$ cat src/logic/aas_consts.svh
// register offsets, field positions, reset values and timing counts of the autoscan converter control
`ifndef AAS_CONSTS_SVH
`define AAS_CONSTS_SVH

`define AAS_OFS_PIN_LEVEL     8'hC7
`define AAS_OFS_CHAN_SELECT   8'hE7
`define AAS_OFS_CONTROL       8'hD7
`define AAS_OFS_RESULT_LOW0   8'hB0
`define AAS_OFS_RESULT_HIGH   8'hB8

`define AAS_BIT_PRESCALE_HI   7
`define AAS_BIT_PRESCALE_LO   6
`define AAS_BIT_RESERVED      5
`define AAS_BIT_DONE          4
`define AAS_BIT_START         3
`define AAS_BIT_CONTINUOUS    2
`define AAS_BIT_RISE_EN       1
`define AAS_BIT_FALL_EN       0

`define AAS_RST_CONTROL       8'h00
`define AAS_RST_CHAN_SELECT   8'h00

`define AAS_MC_CLOCKS         12
`define AAS_SAMPLE_STEPS      2
`define AAS_STORE_STEP        12
`define AAS_RESULT_BITS       10
`define AAS_CHANNELS          8

`endif

$ cat src/logic/aas_pkg.sv
// types shared by the autoscan converter control and its bench
package aas_pkg;

    typedef struct packed {
        logic [7:0] addr;
        logic [7:0] wdata;
        logic       wr;
        logic       rd;
    } aas_sfr_req_type;

    typedef struct packed {
        logic [2:0] mux_sel;
        logic       sample;
        logic [9:0] dac_code;
        logic       busy;
    } aas_analog_type;

    typedef enum logic [1:0] {
        AAS_IDLE,
        AAS_CONVERT,
        AAS_GAP
    } aas_state_type;

endpackage : aas_pkg

$ cat src/logic/aas_autoscan.sv
// autoscan sequencing, registers and result storage of the 8-channel 10-bit converter
`timescale 1ns/10ps
`default_nettype none
`include "aas_consts.svh"

// Notes on behaviour
// - prescaler codes divide by 2,4,6,8
// - one conversion takes 6m+1 machine cycles
// - done flag set after every scan loop
// - set done flag requests interrupt when enabled
// - done flag cleared only by software, reset
// - start bit set starts the selected scan
// - continuous bit repeats loops, else one
// - continuous mode keeps start bit set
// - one-time mode clears start bit at end
// - start commands ignored while start bit set
// - software clearing start bit aborts conversion
// - enabled rising edge starts and captures
// - enabled falling edge starts and captures
// - convert set mask bits, lowest first
// - empty mask never starts a conversion
// - new mask takes effect next loop
// - per-channel result, low byte bits 7..0
// - low read latches top bits into high
// - results read-only, untouched by reset
// - pin level port shows live pin levels
// - reset clears control and select mask
// - idle aborts, clears start, halts clock
// - idle leaves done flag unchanged
module aas_autoscan
    import aas_pkg::*;
#(
    parameter int MC_CLOCKS = `AAS_MC_CLOCKS
) (
    input  wire logic            clock,
    input  wire logic            srst,
    input  wire aas_sfr_req_type sfr_req,
    output logic [7:0]           sfr_rdata,
    input  wire logic            idle_req,
    input  wire logic            adc_int_enable,
    output logic                 adc_irq,
    input  wire logic            external_start_pin,
    output logic                 capture_pulse,
    input  wire logic            comp_above,
    input  wire logic [7:0]      analog_channel_input,
    output aas_analog_type       analog_ctl
);

    localparam int MCW = $clog2(MC_CLOCKS + 1);

    // control fields
    logic [1:0]    prescale_reg;
    logic          continuous_scan_reg;
    logic          rise_start_enable_reg;
    logic          fall_start_enable_reg;
    logic          scan_done_flag_reg;
    logic          start_status_reg;
    logic          start_pending_reg;
    logic [7:0]    channel_select_mask_reg;
    logic [7:0]    loop_mask_reg;

    // sequencer
    aas_state_type state_reg;
    logic [MCW-1:0] mc_cnt_reg;
    logic          mc_tick;
    logic [1:0]    sub_reg;
    logic [3:0]    step_reg;
    logic [3:0]    gap_reg;
    logic [2:0]    chan_reg;
    logic [9:0]    sar_reg;
    logic          sample_reg;

    // results and read side
    logic [9:0]    result_mem [0:`AAS_CHANNELS-1];
    logic [1:0]    high_latch_reg;
    logic [7:0]    rdata_reg;

    // synchronisers
    logic [7:0]    pin_meta_reg;
    logic [7:0]    pin_level_reg;
    logic          ext_meta_reg;
    logic          ext_sync_reg;
    logic          ext_prev_reg;
    logic          comp_meta_reg;
    logic          comp_sync_reg;
    logic          ext_start_reg;
    logic          capture_reg;
    logic          irq_reg;

    logic          wr_ctl;
    logic          wr_mask;
    logic          rise_edge;
    logic          fall_edge;
    logic          ext_edge_hit;
    logic          sw_start;
    logic          sw_stop;
    logic          start_req;
    logic          abort;
    logic [1:0]    half_m;
    logic          step_end;
    logic          last_chan;
    logic [2:0]    next_chan;
    logic [2:0]    first_chan;
    logic          store_now;
    logic          loop_end;
    logic          begin_loop;
    logic [3:0]    gap_len;
    logic [3:0]    after_chan;
    logic [3:0]    lowest_chan;

    // lowest set bit of a mask at or above a given position
    function automatic logic [3:0] next_set(input logic [7:0] mask, input logic [3:0] from);
        logic [3:0] found;
        found = 4'h8;
        for (int i = 7; i >= 0; i--) begin
            if (mask[i] && (4'(i) >= from)) begin
                found = 4'(i);
            end
        end
        return found;
    endfunction : next_set

    assign wr_ctl  = sfr_req.wr && (sfr_req.addr == `AAS_OFS_CONTROL);
    assign wr_mask = sfr_req.wr && (sfr_req.addr == `AAS_OFS_CHAN_SELECT);

    // two flops before any logic looks at outside levels
    always_ff @(posedge clock) begin
        pin_meta_reg  <= analog_channel_input;
        pin_level_reg <= pin_meta_reg;
    end

    always_ff @(posedge clock) begin
        if (srst) begin
            ext_meta_reg  <= 1'b0;
            ext_sync_reg  <= 1'b0;
            ext_prev_reg  <= 1'b0;
            comp_meta_reg <= 1'b0;
            comp_sync_reg <= 1'b0;
        end else begin
            ext_meta_reg  <= external_start_pin;
            ext_sync_reg  <= ext_meta_reg;
            ext_prev_reg  <= ext_sync_reg;
            comp_meta_reg <= comp_above;
            comp_sync_reg <= comp_meta_reg;
        end
    end

    assign rise_edge    = ext_sync_reg && !ext_prev_reg && rise_start_enable_reg;
    assign fall_edge    = !ext_sync_reg && ext_prev_reg && fall_start_enable_reg;
    assign ext_edge_hit = rise_edge || fall_edge;

    // capture and the start request leave on the same edge
    always_ff @(posedge clock) begin
        if (srst) begin
            capture_reg   <= 1'b0;
            ext_start_reg <= 1'b0;
        end else begin
            capture_reg   <= ext_edge_hit;
            ext_start_reg <= ext_edge_hit && !idle_req;
        end
    end

    assign sw_start  = wr_ctl && sfr_req.wdata[`AAS_BIT_START];
    assign sw_stop   = wr_ctl && !sfr_req.wdata[`AAS_BIT_START];
    assign abort     = sw_stop || idle_req;
    // a start waits while the done flag is set; an empty mask never starts
    assign start_req = !start_status_reg && !abort && (channel_select_mask_reg != 8'h00)
                       && !scan_done_flag_reg && (sw_start || ext_start_reg || start_pending_reg);
    assign begin_loop = start_req;

    // control fields; reserved bit is not stored so it always reads zero
    always_ff @(posedge clock) begin
        if (srst) begin
            prescale_reg          <= 2'(`AAS_RST_CONTROL >> `AAS_BIT_PRESCALE_LO);
            continuous_scan_reg   <= 1'b0;
            rise_start_enable_reg <= 1'b0;
            fall_start_enable_reg <= 1'b0;
        end else if (wr_ctl) begin
            prescale_reg          <= sfr_req.wdata[`AAS_BIT_PRESCALE_HI:`AAS_BIT_PRESCALE_LO];
            continuous_scan_reg   <= sfr_req.wdata[`AAS_BIT_CONTINUOUS];
            rise_start_enable_reg <= sfr_req.wdata[`AAS_BIT_RISE_EN];
            fall_start_enable_reg <= sfr_req.wdata[`AAS_BIT_FALL_EN];
        end
    end

    always_ff @(posedge clock) begin
        if (srst) begin
            channel_select_mask_reg <= `AAS_RST_CHAN_SELECT;
        end else if (wr_mask) begin
            channel_select_mask_reg <= sfr_req.wdata;
        end
    end

    // a set wins over a clear in the same cycle; writing one does nothing
    always_ff @(posedge clock) begin
        if (srst) begin
            scan_done_flag_reg <= 1'b0;
        end else if (loop_end) begin
            scan_done_flag_reg <= 1'b1;
        end else if (wr_ctl && !sfr_req.wdata[`AAS_BIT_DONE]) begin
            scan_done_flag_reg <= 1'b0;
        end
    end

    // a start written while the done flag is set is kept until it clears
    always_ff @(posedge clock) begin
        if (srst || abort || start_req) begin
            start_pending_reg <= 1'b0;
        end else if (sw_start && !start_status_reg && scan_done_flag_reg) begin
            start_pending_reg <= 1'b1;
        end
    end

    always_ff @(posedge clock) begin
        if (srst || abort) begin
            start_status_reg <= 1'b0;
        end else if (start_req) begin
            start_status_reg <= 1'b1;
        end else if (loop_end && !(continuous_scan_reg && (channel_select_mask_reg != 8'h00))) begin
            start_status_reg <= 1'b0;
        end
    end

    always_ff @(posedge clock) begin
        if (srst) begin
            irq_reg <= 1'b0;
        end else begin
            irq_reg <= scan_done_flag_reg && adc_int_enable;
        end
    end

    // machine cycle divider; stops while idle
    always_ff @(posedge clock) begin
        if (srst || idle_req || state_reg == AAS_IDLE) begin
            mc_cnt_reg <= '0;
        end else if (mc_cnt_reg == MCW'(MC_CLOCKS - 1)) begin
            mc_cnt_reg <= '0;
        end else begin
            mc_cnt_reg <= mc_cnt_reg + 1'b1;
        end
    end
    assign mc_tick = (state_reg != AAS_IDLE) && !idle_req && (mc_cnt_reg == MCW'(MC_CLOCKS - 1));

    // one bit time is m/2 machine cycles
    assign half_m     = prescale_reg;
    assign step_end   = mc_tick && (sub_reg == half_m);
    assign store_now  = mc_tick && (state_reg == AAS_CONVERT) && (step_reg == 4'(`AAS_STORE_STEP));
    assign after_chan  = next_set(loop_mask_reg, {1'b0, chan_reg} + 4'h1);
    assign lowest_chan = next_set(channel_select_mask_reg, 4'h0);
    assign next_chan   = (after_chan == 4'h8) ? chan_reg : after_chan[2:0];
    assign last_chan   = (after_chan == 4'h8);
    assign first_chan  = lowest_chan[2:0];
    assign loop_end   = store_now && last_chan && !abort;
    // gap after storage makes a channel slot 7m machine cycles
    assign gap_len    = {1'b0, half_m, 1'b1};

    always_ff @(posedge clock) begin
        if (srst || abort) begin
            state_reg  <= AAS_IDLE;
            sample_reg <= 1'b0;
            sub_reg    <= 2'h0;
            step_reg   <= 4'h0;
            gap_reg    <= 4'h0;
        end else begin
            unique case (state_reg)
                AAS_IDLE: begin
                    if (begin_loop) begin
                        state_reg     <= AAS_CONVERT;
                        loop_mask_reg <= channel_select_mask_reg;
                        chan_reg      <= first_chan;
                        sample_reg    <= 1'b1;
                        sub_reg       <= 2'h0;
                        step_reg      <= 4'h0;
                    end
                end
                AAS_CONVERT: begin
                    if (store_now) begin
                        result_mem[chan_reg] <= sar_reg;
                        state_reg <= AAS_GAP;
                        gap_reg   <= gap_len;
                    end else if (step_end) begin
                        sub_reg  <= 2'h0;
                        step_reg <= step_reg + 4'h1;
                        if (step_reg == 4'(`AAS_SAMPLE_STEPS - 1)) begin
                            sample_reg <= 1'b0;
                            sar_reg    <= 10'h200;
                        end else if (step_reg >= 4'(`AAS_SAMPLE_STEPS)) begin
                            sar_reg <= sar_step(sar_reg, step_reg, comp_sync_reg);
                        end
                    end else if (mc_tick) begin
                        sub_reg <= sub_reg + 2'h1;
                    end
                end
                AAS_GAP: begin
                    if (mc_tick) begin
                        if (gap_reg != 4'h1) begin
                            gap_reg <= gap_reg - 4'h1;
                        end else if (!start_status_reg) begin
                            state_reg <= AAS_IDLE;
                        end else if (!last_chan) begin
                            state_reg  <= AAS_CONVERT;
                            chan_reg   <= next_chan;
                            sample_reg <= 1'b1;
                            step_reg   <= 4'h0;
                            sub_reg    <= 2'h0;
                        end else if (channel_select_mask_reg != 8'h00) begin
                            state_reg     <= AAS_CONVERT;
                            loop_mask_reg <= channel_select_mask_reg;
                            chan_reg      <= first_chan;
                            sample_reg    <= 1'b1;
                            step_reg      <= 4'h0;
                            sub_reg       <= 2'h0;
                        end else begin
                            state_reg <= AAS_IDLE;
                        end
                    end
                end
            endcase
        end
    end

    // keep the tried bit when the input is above the ladder, then try the next one
    function automatic logic [9:0] sar_step(input logic [9:0] code, input logic [3:0] step, input logic keep);
        logic [9:0] res;
        logic [3:0] bitn;
        bitn = 4'(`AAS_STORE_STEP - 1) - step;
        res  = code;
        if (!keep) begin
            res[bitn] = 1'b0;
        end
        if (bitn != 4'h0) begin
            res[bitn - 4'h1] = 1'b1;
        end
        return res;
    endfunction : sar_step

    // read data one cycle after the strobe; unmapped reads give zero
    always_ff @(posedge clock) begin
        if (srst) begin
            rdata_reg <= 8'h00;
        end else if (sfr_req.rd) begin
            if (sfr_req.addr == `AAS_OFS_CONTROL) begin
                rdata_reg <= {prescale_reg, 1'b0, scan_done_flag_reg, start_status_reg,
                              continuous_scan_reg, rise_start_enable_reg, fall_start_enable_reg};
            end else if (sfr_req.addr == `AAS_OFS_CHAN_SELECT) begin
                rdata_reg <= channel_select_mask_reg;
            end else if (sfr_req.addr == `AAS_OFS_PIN_LEVEL) begin
                rdata_reg <= pin_level_reg;
            end else if (sfr_req.addr[7:3] == `AAS_OFS_RESULT_LOW0 >> 3) begin
                rdata_reg <= result_mem[sfr_req.addr[2:0]][7:0];
            end else if (sfr_req.addr == `AAS_OFS_RESULT_HIGH) begin
                rdata_reg <= {6'h00, high_latch_reg};
            end else begin
                rdata_reg <= 8'h00;
            end
        end else begin
            rdata_reg <= 8'h00;
        end
    end

    // result storage and the high latch carry no reset on purpose
    always_ff @(posedge clock) begin
        if (sfr_req.rd && (sfr_req.addr[7:3] == `AAS_OFS_RESULT_LOW0 >> 3)) begin
            high_latch_reg <= result_mem[sfr_req.addr[2:0]][9:8];
        end
    end

    assign sfr_rdata           = rdata_reg;
    assign adc_irq             = irq_reg;
    assign capture_pulse       = capture_reg;
    assign analog_ctl.mux_sel  = chan_reg;
    assign analog_ctl.sample   = sample_reg;
    assign analog_ctl.dac_code = sar_reg;
    assign analog_ctl.busy     = start_status_reg;

endmodule : aas_autoscan
`default_nettype wire

$ cat config.mk
export PLATFORM = sky130hd
export DESIGN_NAME = aas_autoscan
export DESIGN_NICKNAME = d
export VERILOG_FILES = /design/src/logic/aas_pkg.sv /design/src/logic/aas_autoscan.sv
export VERILOG_INCLUDE_DIRS = /design/src /design/src/logic
export SDC_FILE = /design/constraint.sdc
export NUM_CORES = 1
export LEC_CHECK = 0
export ABC_AREA = 0
export BUFFER_PORTS_ARGS = -buffer_cell sky130_fd_sc_hd__buf_2
export CAP_MARGIN = 5
export CORE_UTILIZATION = 54
export DETAILED_ROUTE_END_ITERATION = 7
export PLACE_DENSITY = 0.81
export SETUP_SLACK_MARGIN = 0.15
export SYNTH_ARGS = -nofsm -noshare
export SYNTH_HDL_FRONTEND = slang
export SYNTH_SLANG_ARGS = --single-unit
$ cat constraint.sdc
create_clock -name clock -period 3.12 [get_ports clock]
set_input_delay 0.78 -clock clock [delete_from_list [all_inputs] [get_ports clock]]
set_output_delay 0.78 -clock clock [all_outputs]
set_load 0.02 [all_outputs]
# --- Word level (Yosys, flattened, before mapping) ---
# Memories as Yosys holds them, arrays and structs flattened.
# Cells that the tools add are included.
# Widths: inputs -> output; s select.
totals:
  register_bits: 88
  ram_bits: 80
  input_bits: 32
  out_inout_bits: 25
  word_cells: 254
  n_memories: 1
op_classes:
  add_sub_neg: 7
  n_lt_le_gt_ge: 13
  eq_ne: 26
  mux: 97
  bitwise: 6
  reduce_logical: 74
mem_list:
  columns: ["memory", "words", "width", "rd", "rd_clocked_by_memory_dff", "write_ports", "line_no", "text"]
  rows:
  - ["result_mem", 8, 10, 1, 0, 1, "aas_autoscan.sv:74", "logic [9:0] result_mem [0:`AAS_CHANNELS-1];"]
op_table:
  columns: ["cell", "n"]
  rows:
  - ["$mux 10", 9]
  - ["$mux 8", 10]
  - ["$mux 4", 19]
  - ["$mux 3", 14]
  - ["$logic_and 1x1->1", 37]
  - ["$eq 8x8->1 const B", 4]
  - ["$mux 2", 14]
  - ["$mux 1", 22]
  - ["$reduce_and 7->1", 3]
  - ["$ne 2x2->1 const B", 10]
  - ["$ge 3x4->1 const A", 4]
  - ["$pmux 8 s2", 1]
  - ["$reduce_and 8->1", 2]
  - ["$eq 4x4->1 const B", 3]
  - ["$pmux 2 s3", 2]
  - ["$pmux 4 s3", 1]
  - ["$reduce_bool 2->1", 6]
  - ["$and 10x10->10", 1]
  - ["$lt 4x5->1 const B", 2]
  - ["$not 10->10", 1]
  - ["$or 10x10->10", 1]
  - ["$logic_not 1->1", 9]
  - ["$add 4x1->4 const B", 2]
  - ["$demux 1 s4", 2]
  - ["28 further kinds", 44]

# --- Depth between registers and ports, before layout ---
depth:
  ltp_word: 17
  mapped_depth: 8
  depth_no_buf: 8

# --- Least setup slack after synthesis ---
# Ideal clock, no wire load.
synth_path:
  path_type: "input to register"
  from: "input port idle_req"
  to: "memory result_mem[0][0] (enable)"
  setup_ns: 0.390
  arrival_time_ns: 2.760
  required_time_ns: 2.730
  slack_ns: -0.029
  path_stages: 5
  path_buffers: 0
  cell_sequence: "o21bai_1 -> nor4_1 -> nand2_1 -> or3_1 -> nor3_1"
synth_between:
  elab_chain_cells: 9
  elab_cells_between_ends: 11
  cone_classes: "4 x mux; 7 x reduce/logical"
synth_lines:
  columns: ["item", "line_no", "text"]
  rows:
  - ["from (decl)", "aas_autoscan.sv:39", "input wire logic idle_req,"]
  - ["$logic_not 1->1", "aas_autoscan.sv:242", "assign mc_tick = (state_reg != AAS_IDLE) && !idle_req && (mc_cnt_reg == MCW'(MC_CLOCKS - 1));"]
  - ["$logic_and 1x1->1 (2 in series)", "aas_autoscan.sv:242", null]
  - ["$logic_and 1x1->1 (2 in series)", "aas_autoscan.sv:247", "assign store_now = mc_tick && (state_reg == AAS_CONVERT) && (step_reg == 4'(`AAS_STORE_STEP));"]
  - ["$mux 1", "aas_autoscan.sv:277", "if (store_now) begin"]
  - ["$mux 1", "aas_autoscan.sv:265", "unique case (state_reg)"]
  - ["$mux 1 (*)", "aas_autoscan.sv:258", "if (srst || abort) begin"]
  - ["$mux 1 (not written as such) (*)", "aas_autoscan.sv:278", "result_mem[chan_reg] <= sar_reg;"]
  - ["to (decl)", "aas_autoscan.sv:74", null]
# Mark *: on every way between the ends. The rest lies on a longest branch, timed or not.

# --- Worst setup path after layout ---
layout_path:
  from: "register chan_reg[0]"
  to: "register loop_mask_reg[5] (enable)"
layout_between:
  elab_chain_cells: 14
  elab_cells_between_ends: 28
  cone_classes: "1 x add/sub; 8 x order compare; 2 x eq/ne; 8 x mux; 9 x reduce/logical"
layout_lines:
  columns: ["item", "line_no", "text"]
  rows:
  - ["from (decl)", "aas_autoscan.sv:69", "logic [2:0] chan_reg;"]
  - ["from (signal assigned)", "aas_autoscan.sv:270", "chan_reg <= first_chan;"]
  - ["from (signal assigned)", "aas_autoscan.sv:302", "chan_reg <= next_chan;"]
  - ["from (signal assigned)", "aas_autoscan.sv:309", "chan_reg <= first_chan;"]
  - ["$add 3x1->4 (*)", "aas_autoscan.sv:248", "assign after_chan = next_set(loop_mask_reg, {1'b0, chan_reg} + 4'h1);"]
  - ["$ge 3x4->1", "aas_autoscan.sv:116", "if (mask[i] && (4'(i) >= from)) begin"]
  - ["$logic_and 1x1->1", "aas_autoscan.sv:116", null]
  - ["$mux 4 (7 in series)", "aas_autoscan.sv:116", null]
  - ["$mux 4 (*)", "aas_autoscan.sv:116", null]
  - ["$eq 4x4->1 (*)", "aas_autoscan.sv:251", "assign last_chan = (after_chan == 4'h8);"]
  - ["$ne 2x2->1 (no source line) (*)", null, null]
  - ["$reduce_and 8->1 (no source line) (*)", null, null]
  - ["to (signal assigned)", "aas_autoscan.sv:269", "loop_mask_reg <= channel_select_mask_reg;"]
  - ["to (signal assigned)", "aas_autoscan.sv:308", "loop_mask_reg <= channel_select_mask_reg;"]
  - ["to (decl)", "aas_autoscan.sv:60", "logic [7:0] loop_mask_reg;"]
# Marks and branches as above.
# A chain may end at the register's enable or synchronous reset.

==> impl_metrics.env <==
export IMPL_first_pass_iters=5
export IMPL_fillCellCount=917
export IMPL_io_pins=57
export IMPL_clkTransAtPathRegs_ns=0.06
export IMPL_ys_seq_area_share_pct=61.3
export IMPL_r2r_start="chan_reg[0]"
export IMPL_switching_share_pct=19.2
export IMPL_avgSynthCellArea_um2=12.7
export IMPL_yosys_top_cells_area="edfxtp_1 (43%), dfxtp_1 (18%), mux4_2 (6.3%), nand2_1 (2.9%), ha_1 (2.8%)"
export IMPL_place_congestion=0.902
export IMPL_vias=5027
export IMPL_synth_area_um2=7170
export IMPL_nNetsFinal=689
export IMPL_ys_async_sr_fraction_pct=0
export IMPL_grt_pass1_vias=4728
export IMPL_powerDensity_nw_per_um2=564
export IMPL_worstPathArrival_ns=2.92
export IMPL_hpwl_um=11400
export IMPL_grt_ovfl_total=0
export IMPL_track_usage_pct=25.9
export IMPL_syn_to_final_growth_pct=16.7
export IMPL_seqPwrFrac_pct=49.8
export IMPL_crit_path_end="loop_mask_reg[5]"
export IMPL_holdCritStartpoint="pin_meta_reg[4]"
export IMPL_pre_cts_ws_ns=0.286
export IMPL_cts_tree="yes"
export IMPL_drive_gt1_share_pct=21.9
export IMPL_drtIter0Drc=453
export IMPL_synthDistinctLibCells=64
export IMPL_cp_max_fo=11
export IMPL_clock_path_buffers=2
export IMPL_setup_violations=0
export IMPL_wl_um=16700
export IMPL_start_util_pct=56.1
export IMPL_avgRoutedWirePerCell_um=20.2
export IMPL_drt_antenna_violating_nets=0
export IMPL_holdPathStages=0
export IMPL_ir_worst_vdd_uv=384
export IMPL_fin_crit_sh_pct=89.2
export IMPL_finalCriticalPeriod_ns=2.78
export IMPL_grt_first_pass_wirelength_um=25500
export IMPL_final_common_cell="edfxtp_1"
export IMPL_hold_viol_final=0
export IMPL_dieArea_um2=13700
export IMPL_largest_reg_flops=80
export IMPL_stdcell_count=826
export IMPL_syn_inst=565
export IMPL_numPortBuffers=56
export IMPL_ys_ff_latch=168
export IMPL_rows=41
export IMPL_intPower_mw=3.81
export IMPL_synth_area_leader_cell="edfxtp_1"
export IMPL_cp_end_kind="flip-flop"
export IMPL_setup_tns_ns=0
export IMPL_cts_buffers=17
export IMPL_place_area_um2=7730
export IMPL_worst_pin_slew_ns=0.666
export IMPL_ys_warn_count=0
export IMPL_ctsResizeCount=0
export IMPL_layout_setup_ws_ns=0.336
export IMPL_ctsHoldBuffers=0
export IMPL_synthFlopType="edfxtp_1"
export IMPL_h_tree_depth=4
export IMPL_rsz0062_at_grt="false"
export IMPL_hp_class="flip-flop to flip-flop"
export IMPL_max_freq_mhz=359
export IMPL_n_antenna_cell=0
export IMPL_antenna_found_initial=0
export IMPL_syn_nets=613
export IMPL_die_y_um=117
export IMPL_reg2regPathDepth=9
export IMPL_power_switching_mw=0.906
export IMPL_fin_skew_ns=0.00524
export IMPL_start_kind="flip-flop"
export IMPL_drc_errors=0
export IMPL_clkLatencyLatePin_ns=0.43
export IMPL_die_w_um=117
export IMPL_clkPwrFrac_pct=47.5
export IMPL_design_core_area_um2=12800
export IMPL_combPwrFrac_pct=2.7
export IMPL_path_class="flip-flop to flip-flop"
export IMPL_r2r_end="loop_mask_reg[5]"
export IMPL_vias_per_cell=6.09
export IMPL_grt_max_degree=24
export IMPL_setup_worst_path_start="chan_reg[0]"
export IMPL_clock_sinks=168
export IMPL_max_cap_violations=0
export IMPL_power_leakage_nw=3.09
export IMPL_layout_common_cells="edfxtp_1 (103), dfxtp_1 (65), nand2_1 (56), buf_2 (56), nor2_1 (46)"
export IMPL_synth_edff_count=103
export IMPL_finalInstanceArea_um2=8360
export IMPL_status="finished, final reports clean"
export IMPL_final_max_slew_viol_count=0
export IMPL_critical_path_required_ns=3.25
export IMPL_ctsRootBufferMaster="clkbuf_16"
export IMPL_yosysTopAreaCellShare_pct=43.2
export IMPL_relSlewSlack_pct=55.2
export IMPL_placed_cells=794
export IMPL_rrSetupSlack_ns=0.34
export IMPL_postCtsSetupRepairBufs=0
## final cells by class
type	count	area, um^2	share of cell area [%]
inverter	14	52.6	0.628
tap	172	215	2.57
multi-input combinational	363	2630	31.4
clock buffer	18	429	5.13
sequential	168	4390	52.5
clock inverter	14	205	2.45
timing repair buffer	77	438	5.24
## synthesized netlist by cell type (all sizes together), types with 2 or more instances
cell type and count:
edfxtp 103, dfxtp 65, nand2 56, nor2 46, o21ai 32, a21oi 22
mux4 20, nor3 19, mux2i 17, ha 16, nand3 15, inv 14
nor2b 12, buf 10, clkbuf 10, o211ai 10, a32oi 8, nand2b 7
nor4 7, or2 7, a211oi 5, and2 5, a21o 4, a31oi 4
nand3b 4, nand4b 4, xor2 4, a31o 3, nand4 3, or3 3
xnor2 3, and4b 2, mux2 2, o21bai 2, o31a 2, o32ai 2
## critical path, cell delays in order (launching register included)
cell	delay (ns)
edfxtp_1	0.57
inv_1	0.14
ha_1	0.39
a22o_1	0.24
a21o_1	0.20
o21ai_4	0.24
o21ai_1	0.17
nand2b_1	0.19
a21oi_1	0.14
buf_4	0.20
## metal layers
layer | up-vias | GRT usage (%) | share of wire, %
met4 | 0 | 9.03 | 1.8
met1 | 2490 | 34.5 | 42
met2 | 237 | 41.6 | 49
met5 | - | 0 | 0
li1 | 2272 | - | -
met3 | 28 | 6.44 | 6.6
## kinds of logic (layout without fill, tap and decap cells)
group	count (synthesis)	count (layout)	share of synthesized area, %
xor gates and xnor gates	7	7	0.856
muxes	39	39	8.97
and+or+nand+nor	195	195	13.7
AOI/OAI and AO/OA	106	106	10.3
adders and majority gates	16	16	2.79
DFF	168	168	61.3
buffers and inverters	34	123	1.99
## stage by stage
| step | power [mW] | hold slack (ns) | util [%] |
|---|---|---|---|
| after floorplan | 2.47 | 0.310 | - |
| after global placement | 2.52 | 0.313 | 60.5 |
| after detailed placement | 2.52 | 0.315 | 60.5 |
| after CTS | 4.73 | 0.331 | 65.5 |
| after global routing | 4.81 | 0.332 | 65.5 |
| final | 4.72 | 0.330 | 65.5 |
## power by group through the flow
| stage | Combinational, mW | Sequential [mW] | Clock, mW |
|---|---|---|---|
| 5_1_grt | 0.133 | 2.35 | 2.32 |
| 3_3_place_gp | 0.121 | 2.40 | 0 |
| 2_1_floorplan | 0.0718 | 2.39 | 0 |
| 4_1_cts | 0.126 | 2.35 | 2.25 |
| 6_report | 0.126 | 2.35 | 2.24 |
| 3_5_place_dp | 0.124 | 2.40 | 0 |
## worst min-delay path by stage
stage	end
after floorplan	pin_level_reg[0]
final	pin_level_reg[4]
after CTS	pin_level_reg[4]
after detailed placement	pin_level_reg[5]
after global routing	pin_level_reg[4]
after global placement	pin_level_reg[4]
Power figures use the tool's default switching activity.
